==> config.mk <==
export PLATFORM = sky130hd
export DESIGN_NAME = rsc_recorder
export DESIGN_NICKNAME = d
export VERILOG_FILES = /design/src/hdl/rsc_recorder.v
export VERILOG_INCLUDE_DIRS = /design/src /design/src/hdl
export SDC_FILE = /design/constraint.sdc
export NUM_CORES = 2
export LEC_CHECK = 0
export BUFFER_PORTS_ARGS = -buffer_cell sky130_fd_sc_hd__buf_2
export CORE_MARGIN = 1.5
export CORE_UTILIZATION = 56
export CTS_BUF_LIST = sky130_fd_sc_hd__clkbuf_16
export DETAILED_ROUTE_END_ITERATION = 6
export PLACE_DENSITY_LB_ADDON = 0.2
export SLEW_MARGIN = 15
export SYNTH_ARGS = -nofsm -noshare
export SYNTH_HDL_FRONTEND = slang
export SYNTH_SLANG_ARGS = --single-unit
==> constraint.sdc <==
create_clock -name aclk -period 6.8 [get_ports aclk]
set_input_delay 0.68 -clock aclk [delete_from_list [all_inputs] [get_ports aclk]]
set_output_delay 0.68 -clock aclk [all_outputs]
set_load 0.01 [all_outputs]
==> src/hdl/rsc_defines.vh <==
// Overview of operation
// ramp record read returns exactly 32 bytes of ramp data.
// during ramp record 15 input/output sample pairs, interval scaled to ramp time.
// record bytes 1 and 2 hold the record counter.
// samples are 8-bit; byte 3 first input, byte 4 first output, alternating.
// counter latched just before ramp as last snapshot count plus one.
// only first ramp per power cycle recorded; later attempt after failure sets bit 6.
// a record reading all FFh means the ramp-up succeeded.
// status history read returns counter word plus 15 status words, 32 bytes.
// history starts after ramp: counter word first, then current status word.
// afterwards one status word appended about every 8 seconds.
// factory default area is write-protected; user area is writable.
// restore-all-defaults copies factory values into the active set.
// active set loaded from user area at init; store-user-all saves it back.
// turn on above on-threshold, off below off-threshold, at least 1 V apart.
// host holds primary on/off pin in new state at least 150 us.
// negative polarity: on only while primary pin tied low, off when open.
// primary on/off pin polarity selectable by configuration.
// secondary pin disabled by default; enable and 3.3 V pull-up selectable.
// secondary pin polarity selectable, positive or negative.
// input loss while converting stores a snapshot and advances snapshot count.
// capture timing derives from a free-running tick counter cleared at init.
`ifndef RSC_DEFINES_VH
`define RSC_DEFINES_VH

// ----------------------------------------
// register byte offsets
// ----------------------------------------
`define RSC_OFS_CFG 8'h00
`define RSC_OFS_RAMPCFG 8'h04
`define RSC_OFS_CMD 8'h08
`define RSC_OFS_STAT 8'h0C
`define RSC_OFS_SNAP 8'h10
`define RSC_OFS_RAMP_BASE 8'h40
`define RSC_OFS_HIST_BASE 8'h60

// ----------------------------------------
// configuration fields
// ----------------------------------------
`define RSC_CFG_ON_LSB 0
`define RSC_CFG_OFF_LSB 8
`define RSC_CFG_PRI_POS 16
`define RSC_CFG_SEC_EN 17
`define RSC_CFG_SEC_PU 18
`define RSC_CFG_SEC_POS 19
`define RSC_CMD_STORE_USER 0
`define RSC_CMD_RESTORE_DEF 1
`define RSC_VSB_RAMP_LOST 6

// ----------------------------------------
// factory defaults and sizes
// ----------------------------------------
`define RSC_CFG_DEFAULT 32'h0000_5A64
`define RSC_RAMP_DEFAULT 16'h00F0
`define RSC_HYST_CODES 8'h04
`define RSC_REC_BYTES 32
`define RSC_PAIRS 15
`define RSC_HIST_WORDS 16
`define RSC_HIST_SEC 8
`define RSC_CLK_HZ 10000000
`define RSC_HIST_CYC (`RSC_HIST_SEC * `RSC_CLK_HZ)
`define RSC_RESP_OKAY 2'h0
`define RSC_RESP_SLVERR 2'h2

`endif

==> src/hdl/rsc_recorder.v <==
`include "rsc_defines.vh"

module rsc_recorder #(
    parameter [31:0] HIST_TICKS = `RSC_HIST_CYC,
    parameter [7:0] HYST = `RSC_HYST_CODES
) (
    input wire aclk,
    input wire aresetn,
    input wire [7:0] s_axi_awaddr,
    input wire s_axi_awvalid,
    output reg s_axi_awready,
    input wire [31:0] s_axi_wdata,
    input wire [3:0] s_axi_wstrb,
    input wire s_axi_wvalid,
    output reg s_axi_wready,
    output reg [1:0] s_axi_bresp,
    output reg s_axi_bvalid,
    input wire s_axi_bready,
    input wire [7:0] s_axi_araddr,
    input wire s_axi_arvalid,
    output reg s_axi_arready,
    output reg [31:0] s_axi_rdata,
    output reg [1:0] s_axi_rresp,
    output reg s_axi_rvalid,
    input wire s_axi_rready,
    input wire [7:0] vin_sample,
    input wire [7:0] vout_sample,
    input wire ramp_busy,
    input wire ramp_ok,
    input wire [15:0] status_word_in,
    input wire [15:0] nv_snap_count,
    input wire primary_on_off_pin,
    input wire ctrl_pin,
    output reg conv_on,
    output reg ctrl_pullup_en,
    output reg snapshot_store,
    output reg [15:0] snap_count,
    output reg [7:0] vendor_status_byte
);

    localparam [3:0] ST_WAIT = 4'h1;
    localparam [3:0] ST_RAMP = 4'h2;
    localparam [3:0] ST_HIST = 4'h4;
    localparam [3:0] ST_DONE = 4'h8;

    // ----------------------------------------
    // helpers
    // ----------------------------------------
    function [31:0] merge;
        input [31:0] old;
        input [31:0] data;
        input [3:0] strb;
        integer i;
        begin
            merge = old;
            for (i = 0; i < 4; i = i + 1) begin
                if (strb[i])
                    merge[i*8 +: 8] = data[i*8 +: 8];
            end
        end
    endfunction

    // off threshold forced at least HYST codes below the on threshold, or to zero when the on threshold is HYST or less
    function [31:0] clamp_cfg;
        input [31:0] c;
        reg [7:0] lim;
        begin
            clamp_cfg = c;
            lim = (c[7:0] > HYST) ? c[7:0] - HYST : 8'h00;
            if (c[15:8] > lim)
                clamp_cfg[15:8] = lim;
        end
    endfunction

    // shared by the run flag and the snapshot trigger, so both agree on the edge
    function below_off;
        input [7:0] v;
        input [7:0] thr;
        begin
            below_off = v < thr;
        end
    endfunction

    reg [7:0] ramp_mem [0:`RSC_REC_BYTES-1];
    reg [15:0] hist_mem [0:`RSC_HIST_WORDS-1];
    reg [31:0] cfg;
    reg [15:0] ramp_cfg;
    // user area is nonvolatile: factory preload, untouched by reset
    reg [31:0] user_cfg = `RSC_CFG_DEFAULT;
    reg [15:0] user_ramp = `RSC_RAMP_DEFAULT;
    reg init_done;
    reg [31:0] tick;
    reg [31:0] due;
    reg [3:0] state;
    reg [4:0] idx;
    reg ramp_seen;
    reg ramp_failed;
    reg busy_d;
    reg vin_ok;
    reg aw_full;
    reg w_full;
    reg [7:0] aw_addr;
    reg [31:0] w_data;
    reg [3:0] w_strb;
    reg [31:0] rd_data;
    reg rd_ok;
    reg [31:0] next_cfg;
    reg [31:0] next_ramp;
    reg do_wr;
    integer k;

    // record words: byte 4n lands in bits 7:0
    function [31:0] ramp_word;
        input [2:0] w;
        begin
            ramp_word = {ramp_mem[{w, 2'h3}], ramp_mem[{w, 2'h2}],
                ramp_mem[{w, 2'h1}], ramp_mem[{w, 2'h0}]};
        end
    endfunction

    // history words: even entry in the low half
    function [31:0] hist_word;
        input [2:0] w;
        begin
            hist_word = {hist_mem[{w, 1'b1}], hist_mem[{w, 1'b0}]};
        end
    endfunction

    // idles low like ramp_busy, so no false start after reset
    wire ramp_start = ramp_busy && !busy_d;
    wire ramp_end = !ramp_busy && busy_d;
    wire [15:0] interval = {4'h0, ramp_cfg[15:4]} + 16'h0001;
    wire pri_on = cfg[`RSC_CFG_PRI_POS] ? primary_on_off_pin : !primary_on_off_pin;
    wire sec_on = !cfg[`RSC_CFG_SEC_EN] ||
        (cfg[`RSC_CFG_SEC_POS] ? ctrl_pin : !ctrl_pin);
    wire [15:0] rec_count = {ramp_mem[0], ramp_mem[1]};
    // writes land only once both channels are held and no response is pending
    wire wr_cfg = do_wr && aw_addr == `RSC_OFS_CFG;
    wire wr_ramp = do_wr && aw_addr == `RSC_OFS_RAMPCFG;
    wire wr_cmd = do_wr && aw_addr == `RSC_OFS_CMD;

    // ----------------------------------------
    // register read decode
    // ----------------------------------------
    always @* begin
        rd_ok = 1'b1;
        rd_data = 32'h0000_0000;
        if (s_axi_araddr[7:5] == 3'h2) begin
            rd_data = ramp_word(s_axi_araddr[4:2]);
        end else if (s_axi_araddr[7:5] == 3'h3) begin
            rd_data = hist_word(s_axi_araddr[4:2]);
        end else begin
            case (s_axi_araddr)
                `RSC_OFS_CFG: rd_data = cfg;
                `RSC_OFS_RAMPCFG: rd_data = {16'h0000, ramp_cfg};
                `RSC_OFS_CMD: rd_data = 32'h0000_0000;
                `RSC_OFS_STAT: rd_data = {16'h0000, vendor_status_byte, 3'h0, state, conv_on};
                `RSC_OFS_SNAP: rd_data = {16'h0000, snap_count};
                default: rd_ok = 1'b0;
            endcase
        end
    end

    // ----------------------------------------
    // bus slave
    // ----------------------------------------
    always @* begin
        do_wr = aw_full && w_full && !s_axi_bvalid;
        next_cfg = clamp_cfg(merge(cfg, w_data, w_strb));
        next_ramp = merge({16'h0000, ramp_cfg}, w_data, w_strb);
    end

    always @(posedge aclk) begin
        if (!aresetn) begin
            s_axi_awready <= 1'b0;
            s_axi_wready <= 1'b0;
            s_axi_bvalid <= 1'b0;
            s_axi_bresp <= `RSC_RESP_OKAY;
            s_axi_arready <= 1'b0;
            s_axi_rvalid <= 1'b0;
            s_axi_rdata <= 32'h0000_0000;
            s_axi_rresp <= `RSC_RESP_OKAY;
            aw_full <= 1'b0;
            w_full <= 1'b0;
            aw_addr <= 8'h00;
            w_data <= 32'h0000_0000;
            w_strb <= 4'h0;
        end else begin
            if (s_axi_awvalid && s_axi_awready) begin
                aw_full <= 1'b1;
                aw_addr <= s_axi_awaddr;
                s_axi_awready <= 1'b0;
            end else if (!aw_full && !s_axi_bvalid) begin
                s_axi_awready <= 1'b1;
            end
            if (s_axi_wvalid && s_axi_wready) begin
                w_full <= 1'b1;
                w_data <= s_axi_wdata;
                w_strb <= s_axi_wstrb;
                s_axi_wready <= 1'b0;
            end else if (!w_full && !s_axi_bvalid) begin
                s_axi_wready <= 1'b1;
            end
            if (do_wr) begin
                s_axi_bvalid <= 1'b1;
                s_axi_bresp <= (wr_cfg || wr_ramp || wr_cmd) ? `RSC_RESP_OKAY : `RSC_RESP_SLVERR;
            end else if (s_axi_bvalid && s_axi_bready) begin
                s_axi_bvalid <= 1'b0;
                aw_full <= 1'b0;
                w_full <= 1'b0;
            end
            if (s_axi_arvalid && s_axi_arready) begin
                s_axi_arready <= 1'b0;
                s_axi_rvalid <= 1'b1;
                s_axi_rdata <= rd_data;
                s_axi_rresp <= rd_ok ? `RSC_RESP_OKAY : `RSC_RESP_SLVERR;
            end else if (s_axi_rvalid && s_axi_rready) begin
                s_axi_rvalid <= 1'b0;
            end else if (!s_axi_rvalid) begin
                s_axi_arready <= 1'b1;
            end
        end
    end

    // ----------------------------------------
    // parameter areas and on/off control
    // ----------------------------------------
    always @(posedge aclk) begin
        if (!aresetn) begin
            cfg <= `RSC_CFG_DEFAULT;
            ramp_cfg <= `RSC_RAMP_DEFAULT;
            init_done <= 1'b0;
            snap_count <= 16'h0000;
            snapshot_store <= 1'b0;
            vin_ok <= 1'b0;
            conv_on <= 1'b0;
            ctrl_pullup_en <= 1'b0;
        end else begin
            snapshot_store <= 1'b0;
            if (!init_done) begin
                init_done <= 1'b1;
                cfg <= user_cfg;
                ramp_cfg <= user_ramp;
                snap_count <= nv_snap_count;
            end else if (wr_cfg) begin
                cfg <= next_cfg;
            end else if (wr_ramp) begin
                ramp_cfg <= next_ramp[15:0];
            end else if (wr_cmd) begin
                if (w_strb[0] && w_data[`RSC_CMD_RESTORE_DEF]) begin
                    cfg <= `RSC_CFG_DEFAULT;
                    ramp_cfg <= `RSC_RAMP_DEFAULT;
                end
                if (w_strb[0] && w_data[`RSC_CMD_STORE_USER]) begin
                    user_cfg <= cfg;
                    user_ramp <= ramp_cfg;
                end
            end
            if (vin_sample > cfg[`RSC_CFG_ON_LSB +: 8])
                vin_ok <= 1'b1;
            else if (below_off(vin_sample, cfg[`RSC_CFG_OFF_LSB +: 8]))
                vin_ok <= 1'b0;
            // open pin reads high: negative logic keeps the output off
            conv_on <= init_done && vin_ok && pri_on && sec_on;
            ctrl_pullup_en <= cfg[`RSC_CFG_SEC_EN] && cfg[`RSC_CFG_SEC_PU];
            if (conv_on && vin_ok && below_off(vin_sample, cfg[`RSC_CFG_OFF_LSB +: 8])) begin
                snapshot_store <= 1'b1;
                snap_count <= snap_count + 16'h0001;
            end
        end
    end

    // ----------------------------------------
    // ramp and history capture
    // ----------------------------------------
    always @(posedge aclk) begin
        if (!aresetn) begin
            tick <= 32'h0000_0000;
            due <= 32'h0000_0000;
            state <= ST_WAIT;
            idx <= 5'h00;
            ramp_seen <= 1'b0;
            ramp_failed <= 1'b0;
            busy_d <= 1'b0;
            vendor_status_byte <= 8'h00;
            for (k = 0; k < `RSC_REC_BYTES; k = k + 1)
                ramp_mem[k] <= 8'hFF;
            for (k = 0; k < `RSC_HIST_WORDS; k = k + 1)
                hist_mem[k] <= 16'hFFFF;
        end else begin
            tick <= tick + 32'h0000_0001;
            busy_d <= ramp_busy;
            if (ramp_start && ramp_seen && ramp_failed)
                vendor_status_byte[`RSC_VSB_RAMP_LOST] <= 1'b1;
            case (state)
                ST_WAIT: begin
                    if (ramp_start && !ramp_seen) begin
                        ramp_seen <= 1'b1;
                        {ramp_mem[0], ramp_mem[1]} <= snap_count + 16'h0001;
                        idx <= 5'h00;
                        // tick moves on every edge: first pair one cycle after the start edge
                        due <= tick + 32'h0000_0001;
                        state <= ST_RAMP;
                    end
                end
                ST_RAMP: begin
                    if (ramp_end) begin
                        hist_mem[0] <= rec_count;
                        hist_mem[1] <= status_word_in;
                        idx <= 5'h02;
                        due <= tick + HIST_TICKS;
                        state <= ST_HIST;
                        if (ramp_ok) begin
                            for (k = 0; k < `RSC_REC_BYTES; k = k + 1)
                                ramp_mem[k] <= 8'hFF;
                        end else begin
                            ramp_failed <= 1'b1;
                        end
                    end else if (tick == due && idx < `RSC_PAIRS) begin
                        ramp_mem[{idx[3:0], 1'b0} + 5'h02] <= vin_sample;
                        ramp_mem[{idx[3:0], 1'b0} + 5'h03] <= vout_sample;
                        idx <= idx + 5'h01;
                        due <= tick + {16'h0000, interval};
                    end
                end
                ST_HIST: begin
                    if (tick == due) begin
                        hist_mem[idx[3:0]] <= status_word_in;
                        due <= tick + HIST_TICKS;
                        idx <= idx + 5'h01;
                        // history stops at the last word; it never wraps
                        if (idx == `RSC_HIST_WORDS - 1)
                            state <= ST_DONE;
                    end
                end
                ST_DONE: state <= ST_DONE;
                default: state <= ST_WAIT;
            endcase
        end
    end

endmodule // rsc_recorder

Word-level counts from Yosys, hierarchy flattened
Memories as Yosys holds them, arrays and structs flattened.
Cells that the tools add are included.

operators by class
  $add $sub $neg = 9
  order comparisons = 13
  equal/unequal tests = 32
  multiplexer cells = 96
  bitwise gates (word level) = 14
  reduce and logical (&&, ||, !) cells = 66

operators with widths
  kind                                                       count
  two-way mux 256 bit                                        3
  bitwise mux 256 bit                                        2
  two-way mux 32 bit                                         11
  two-way mux 16 bit                                         11
  binary-select mux 8 bit (select 5 bit)                     4
  two-way mux 8 bit                                          18
  one-hot mux 32 bit (4 select lines)                        1
  one-hot mux 32 bit (3 select lines)                        1
  demux 8 bit (select 5 bit)                                 2
  greater-or-equal comparator 6 bit (second input constant)  6
  inverter 5 -> 6 bit                                        6
  adder 32 x 1 -> 32 bit (second input constant)             1
  adder 32 x 13 -> 32 bit                                    1
  adder 32 x 27 -> 32 bit (second input constant)            1
  equality test 32 bit                                       1
  one-hot mux 16 bit (2 select lines)                        1
  two-way mux 1 bit                                          29
  logical AND 1 bit                                          28
  AND reduction 4 bit                                        7
  equality test 8 x 4 -> 1 bit (second input constant)       3
  != test 3 bit (second input constant)                      7
  two-way mux 4 bit                                          5
  two-way mux 5 bit                                          4
  adder 16 x 1 -> 16 bit (second input constant)             1
  other kinds (36)                                           76

word-level totals
  register bits after elaboration = 537
  bits in writable memories = 256
  input port bits = 111
  output and inout bits = 68
  logic and storage cells = 297
  memories = 1

memories
  name      depth  width  rd ports  clocked after Yosys merged registers in  write ports  RTL line           RTL
  hist_mem  16     16     2         0                                        16           rsc_recorder.v:85  reg [15:0] hist_mem [0:`RSC_HIST_WORDS-1];

Depth between registers and ports, before layout
  word-level depth = 11
  mapped depth = 17
  mapped depth without buffers = 16

Least setup slack after synthesis
OpenSTA, ideal clock, no wires.

  kind = input to register
  start point = input port aresetn
  end point = register user_cfg[0], enable pin
  setup time = 0.573 ns
  arrival time = 5.878 ns
  required time = 6.227 ns
  path slack = 0.350 ns
  cell stages on the path = 4
  buffers on the path = 2
  cell sequence = clkbuf_1 -> clkbuf_1 -> nand2_1 -> nor4_1

between the ends
  word-level cells in the longest chain between the ends = 1

ends and longest elaborated chain
  item                           RTL line            RTL
  from (decl)                    rsc_recorder.v:8    input wire aresetn,
  AND reduction 6 bit (no line)  n/a
  to (signal assigned)           rsc_recorder.v:255  user_cfg <= cfg;
  to (decl)                      rsc_recorder.v:89   reg [31:0] user_cfg = `RSC_CFG_DEFAULT;

Every way passes these cells.
A chain may end at the register's enable or synchronous reset.

Final worst setup path
  start point = register w_strb[0] (netlist: merge.strb[0])
  end point = register cfg[10]

between the ends
  word-level cells in the longest chain between the ends = 7
  elaborated cells on any way between the ends = 11
  classes of those cells = add/sub: 1; order compare: 2; eq/ne: 1; mux: 5; reduce/logical: 2

ends and longest elaborated chain
  item                                                                                        RTL line            RTL
  from (decl)                                                                                 rsc_recorder.v:104  reg [3:0] w_strb;
  from (signal assigned)                                                                      rsc_recorder.v:199  w_strb <= s_axi_wstrb;
  two-way mux 8 bit                                                                           rsc_recorder.v:57   if (strb[i])
  subtractor 8 x 3 -> 8 bit / greater-than comparator 8 x 3 -> 1 bit (equally long branches)  rsc_recorder.v:69   lim = (c[7:0] > HYST) ? c[7:0] - HYST : 8'h00;
  two-way mux 8 bit                                                                           rsc_recorder.v:69
  greater-than comparator 8 bit                                                               rsc_recorder.v:70   if (c[15:8] > lim)
  two-way mux 8 bit                                                                           rsc_recorder.v:70
  two-way mux 32 bit                                                                          rsc_recorder.v:245  end else if (wr_cfg) begin
  two-way mux 32 bit                                                                          rsc_recorder.v:240  if (!init_done) begin
  to (signal assigned)                                                                        rsc_recorder.v:242  cfg <= user_cfg;
  to (signal assigned)                                                                        rsc_recorder.v:246  cfg <= next_cfg;
  to (signal assigned)                                                                        rsc_recorder.v:251  cfg <= `RSC_CFG_DEFAULT;
  to (decl)                                                                                   rsc_recorder.v:86   reg [31:0] cfg;

Several ways; a longest one is shown, not always the timed one.

==> out/metrics.csv <==
metric;value;unit
outcome;finished with violations;
failing checks;slew limit;
post_cts resized;0;
setup ws final;2390;ps
FF+latch count, synth;791;
cts hold-fix bufs;0;
final antenna-violating net count;0;
area delta synth->final;10.2;%
Syn Inst Count;3522;
crit-path max cell delay;830;ps
wire length on met1;46400;um
First-pass DRT Iterations;6;
fmax;227;MHz
vias in the first global route;27706;
compound-gate portion of the synthesized area;10.6;%
Synth Area in XOR/XNOR;2.35;%
Synth warnings;0;
clk_lat worst skew;660;ps
initial antenna violation count;6;
Clock Skew;35.4;ps
Clock Pin Slew Worst Setup and Hold Paths;60;ps
critical path data arrival time;4950;ps
Final Non-Filler Cells;4476;
TNS Setup;0;ps
Via density;6.39;
final core area utilization;62.4;%
peak supply drop;262;uV
RD Place Congestion;0.934;
Power Density;269;nW/um2
fraction of layout cells with a size suffix above 1;19.3;%
Max Root-Sink Buffers;3;
Critical Path RT;7340;ps
combinational family with the most area after synthesis;multiplexers;
dpl cells;4310;
R2R Setup Slk;2390;ps
fin crit share;64.9;%
chip width;264;um
critical-path cell list;mux2i_1 -> ha_1 -> inv_1 -> a211oi_1 -> nand2_1 -> and2_1 -> inv_1 -> ha_1 -> nor2b_1 -> o21a_1 -> o21a_1 -> o21bai_1 -> a21oi_1 -> or2_2 -> a32o_1;
LEAKAGE;0.0158;uW
depth of the CTS H-tree;3;
worst reg2reg path endpoint;cfg[10]$_SDFFE_PN0P_;
met3 wire len;9310;um
hold path cells;3;
max-cap violations;0;
placement row count;95;
Synth Area in Simple Gates;15.9;%
Slew @ Worst Pin;1620;ps
Final #Nets;3686;
Avg Synthesized Cell Area;10.8;um2
hold path startpoint;s_axi_wdata[12];
via count;28594;
wire per inst;24.8;um
CTS tree;built;
library cells used by synthesis;81;
top sig layer;met5;
fraction of synthesized area in multiplexers;16.0;%
core footprint;67200;um2
Pins Over Slew Limit;124;
Post-Synthesis Cell Area;38000;um2
cts bufs inserted;86;
worst r2r src;merge.strb[0]$_SDFFE_PN0P_;
GRT Total Usage;31.6;%
first-pass GRT wire length;169000;um
asr flop ratio synth;0;%
post-place setup slack;2420;ps
Worst Setup Start Kind;register;
Worst Reg2Reg Path Length in Cells;15;
post-synthesis sequential area ratio;49.7;%
Slowest cell on crit path;dfxtp_1;
postcts setup bufs;0;
Die Footprint;69500;um2
IO Count;179;
clock root cell;clkbuf_16;
post-layout min period;4410;ps
Final Hold Viols;0;
most common flop cell mapped by yosys;dfxtp_1;
HP Class;input pin to register;
Iteration-0 DRC Markers;3111;
largest net degree at the start of global routing;251;
RSZ-0062 raised after global routing;no;
Post-Synth Adder-Cell Area;1.63;%
GRT overflow;0;
Initial Utilization;56.6;%
Port Buffers;169;
EDFF count, synth;304;
DR WL met2;51600;um
HPWL after detailed placement;75800;um
Post-Route WL;111000;um
Worst setup EP type;register;
type of the worst setup path;register to register;
final setup vio count;0;
max_slew headroom;-8.06;%
chip height;264;um
CTS sink count;791;
worst hold slack;272;ps
# DRC;0;
crit-path max FO;22;
hold endpoint;merge.data[12]$_SDFFE_PN0P_;
-- registers in the layout, indices dropped and copies added, names as in the netlist, 4 cells and up --
signal / count
hist_mem: 256
ramp_mem: 256
cfg: 32
due: 32
merge.data: 32
s_axi_rdata: 32
tick: 32
user_cfg: 32
ramp_cfg: 16
snap_count: 16
user_ramp: 16
aw_addr: 8
idx: 5
merge.strb: 4
state: 4
-- routing by layer --
metal | vias up | track usage, %
li1 | 12822 | -
met1 | 14241 | 43.5
met2 | 1302 | 50.5
met3 | 225 | 5.50
met4 | 4 | 11.2
met5 | - | 0
-- worst max-delay path, delay by kind of cell (launching register included) --
family,cells,cell delay (ps)
buffers and inverters,2,110
DFF,1,830
muxes,1,490
adders and majority gates,2,530
AOI/OAI and AO/OA,6,1380
and+or+nand+nor,4,970
-- layout make-up --
cell class	count	area (um2)
antenna	6	15.0
clock buffer	87	2180
clock inverter	72	579
fill	5347	25300
inverter	44	173
multi-input combinational	2391	17800
sequential	791	18900
tap	873	1090
timing repair buffer	212	1200
-- worst max-delay path by stage --
stage | startpoint | endpoint | slack (ps)
2_1_floorplan | aresetn | user_cfg[0]$_DFFE_PP_ | 350
3_3_place_gp | merge.strb[0]$_SDFFE_PN0P_ | cfg[10]$_SDFFE_PN0P_ | 2410
3_5_place_dp | merge.strb[0]$_SDFFE_PN0P_ | cfg[10]$_SDFFE_PN0P_ | 2420
4_1_cts | merge.strb[0]$_SDFFE_PN0P_ | cfg[10]$_SDFFE_PN0P_ | 2380
5_1_grt | merge.strb[0]$_SDFFE_PN0P_ | cfg[10]$_SDFFE_PN0P_ | 1970
6_report | merge.strb[0]$_SDFFE_PN0P_ | cfg[10]$_SDFFE_PN0P_ | 2390
-- through the flow --
step                total power [uW]  area [um2]
floorplan                       6240       38000
global placement                6720       39100
detailed placement              6760       39100
CTS                            11300       41800
global route                   11600       41900
finish                         11300       41900
-- synthesized netlist by cell type, types with 48 or more instances --
library cell / number / share of area [%]
dfxtp_1: 487 / 26
nor2_1: 417 / 4.1
edfxtp_1: 304 / 24
mux2i_1: 299 / 7.9
clkbuf_1: 245 / 2.4
nand2_1: 224 / 2.2
or2_2: 174 / 2.9
mux4_2: 135 / 8.0
a21oi_1: 124 / 1.6
a211oi_1: 93 / 1.8
o21ai_0: 84 / 1.1
nand2b_1: 82 / 1.3
nand3_1: 67 / 0.88
nor3_1: 56 / 0.74
xnor2_1: 51 / 1.2
xor2_1: 51 / 1.2
ha_1: 48 / 1.6
-- where the power goes --
part	internal (uW)	leakage [uW]	total [uW]	switching, uW
logic	483	0.00815	1400	916
registers	5080	0.00624	5300	213
clock network	2610	0.00139	4580	1980
total	8170	0.0158	11300	3100
-- kinds of logic (layout without fill, tap and decap cells) --
kind of cell,after synthesis,in the layout
and+or+nand+nor,1212,1212
buffers and inverters,348,415
xor gates and xnor gates,102,102
other,1,15
adders and majority gates,49,49
DFF,791,791
muxes,438,438
AOI/OAI and AO/OA,581,581
-- cell usage in the layout (no fill, tap or decap), drive strengths merged, types with 10 or more instances in the layout --
master  Yosys  layout
a22oi      30      30
nand3      67      67
o21a       10      10
xnor2      51      51
nand2     239     239
a221o      17      17
and3       28      28
a31oi      25      25
o221ai     18      18
inv        43      58
nor2      418     418
nor4       26      26
clkbuf    245      88
ha         48      48
o22ai      26      26
edfxtp    304     304
or3        11      11
mux2i     299     299
nor2b      31      31
dfxtp     487     487
o211ai     12      12
a211oi     93      93
nand4      26      26
nor3       56      56
nand2b     82      82
clkinv      1      48
xor2       51      51
o22a       23      23
a21oi     125     125
or2       185     185
a211o      10      10
o21ai      85      85
and2       18      18
mux4      135     135
buf        59     211
a221oi     32      32
Power figures use the tool's default switching activity.
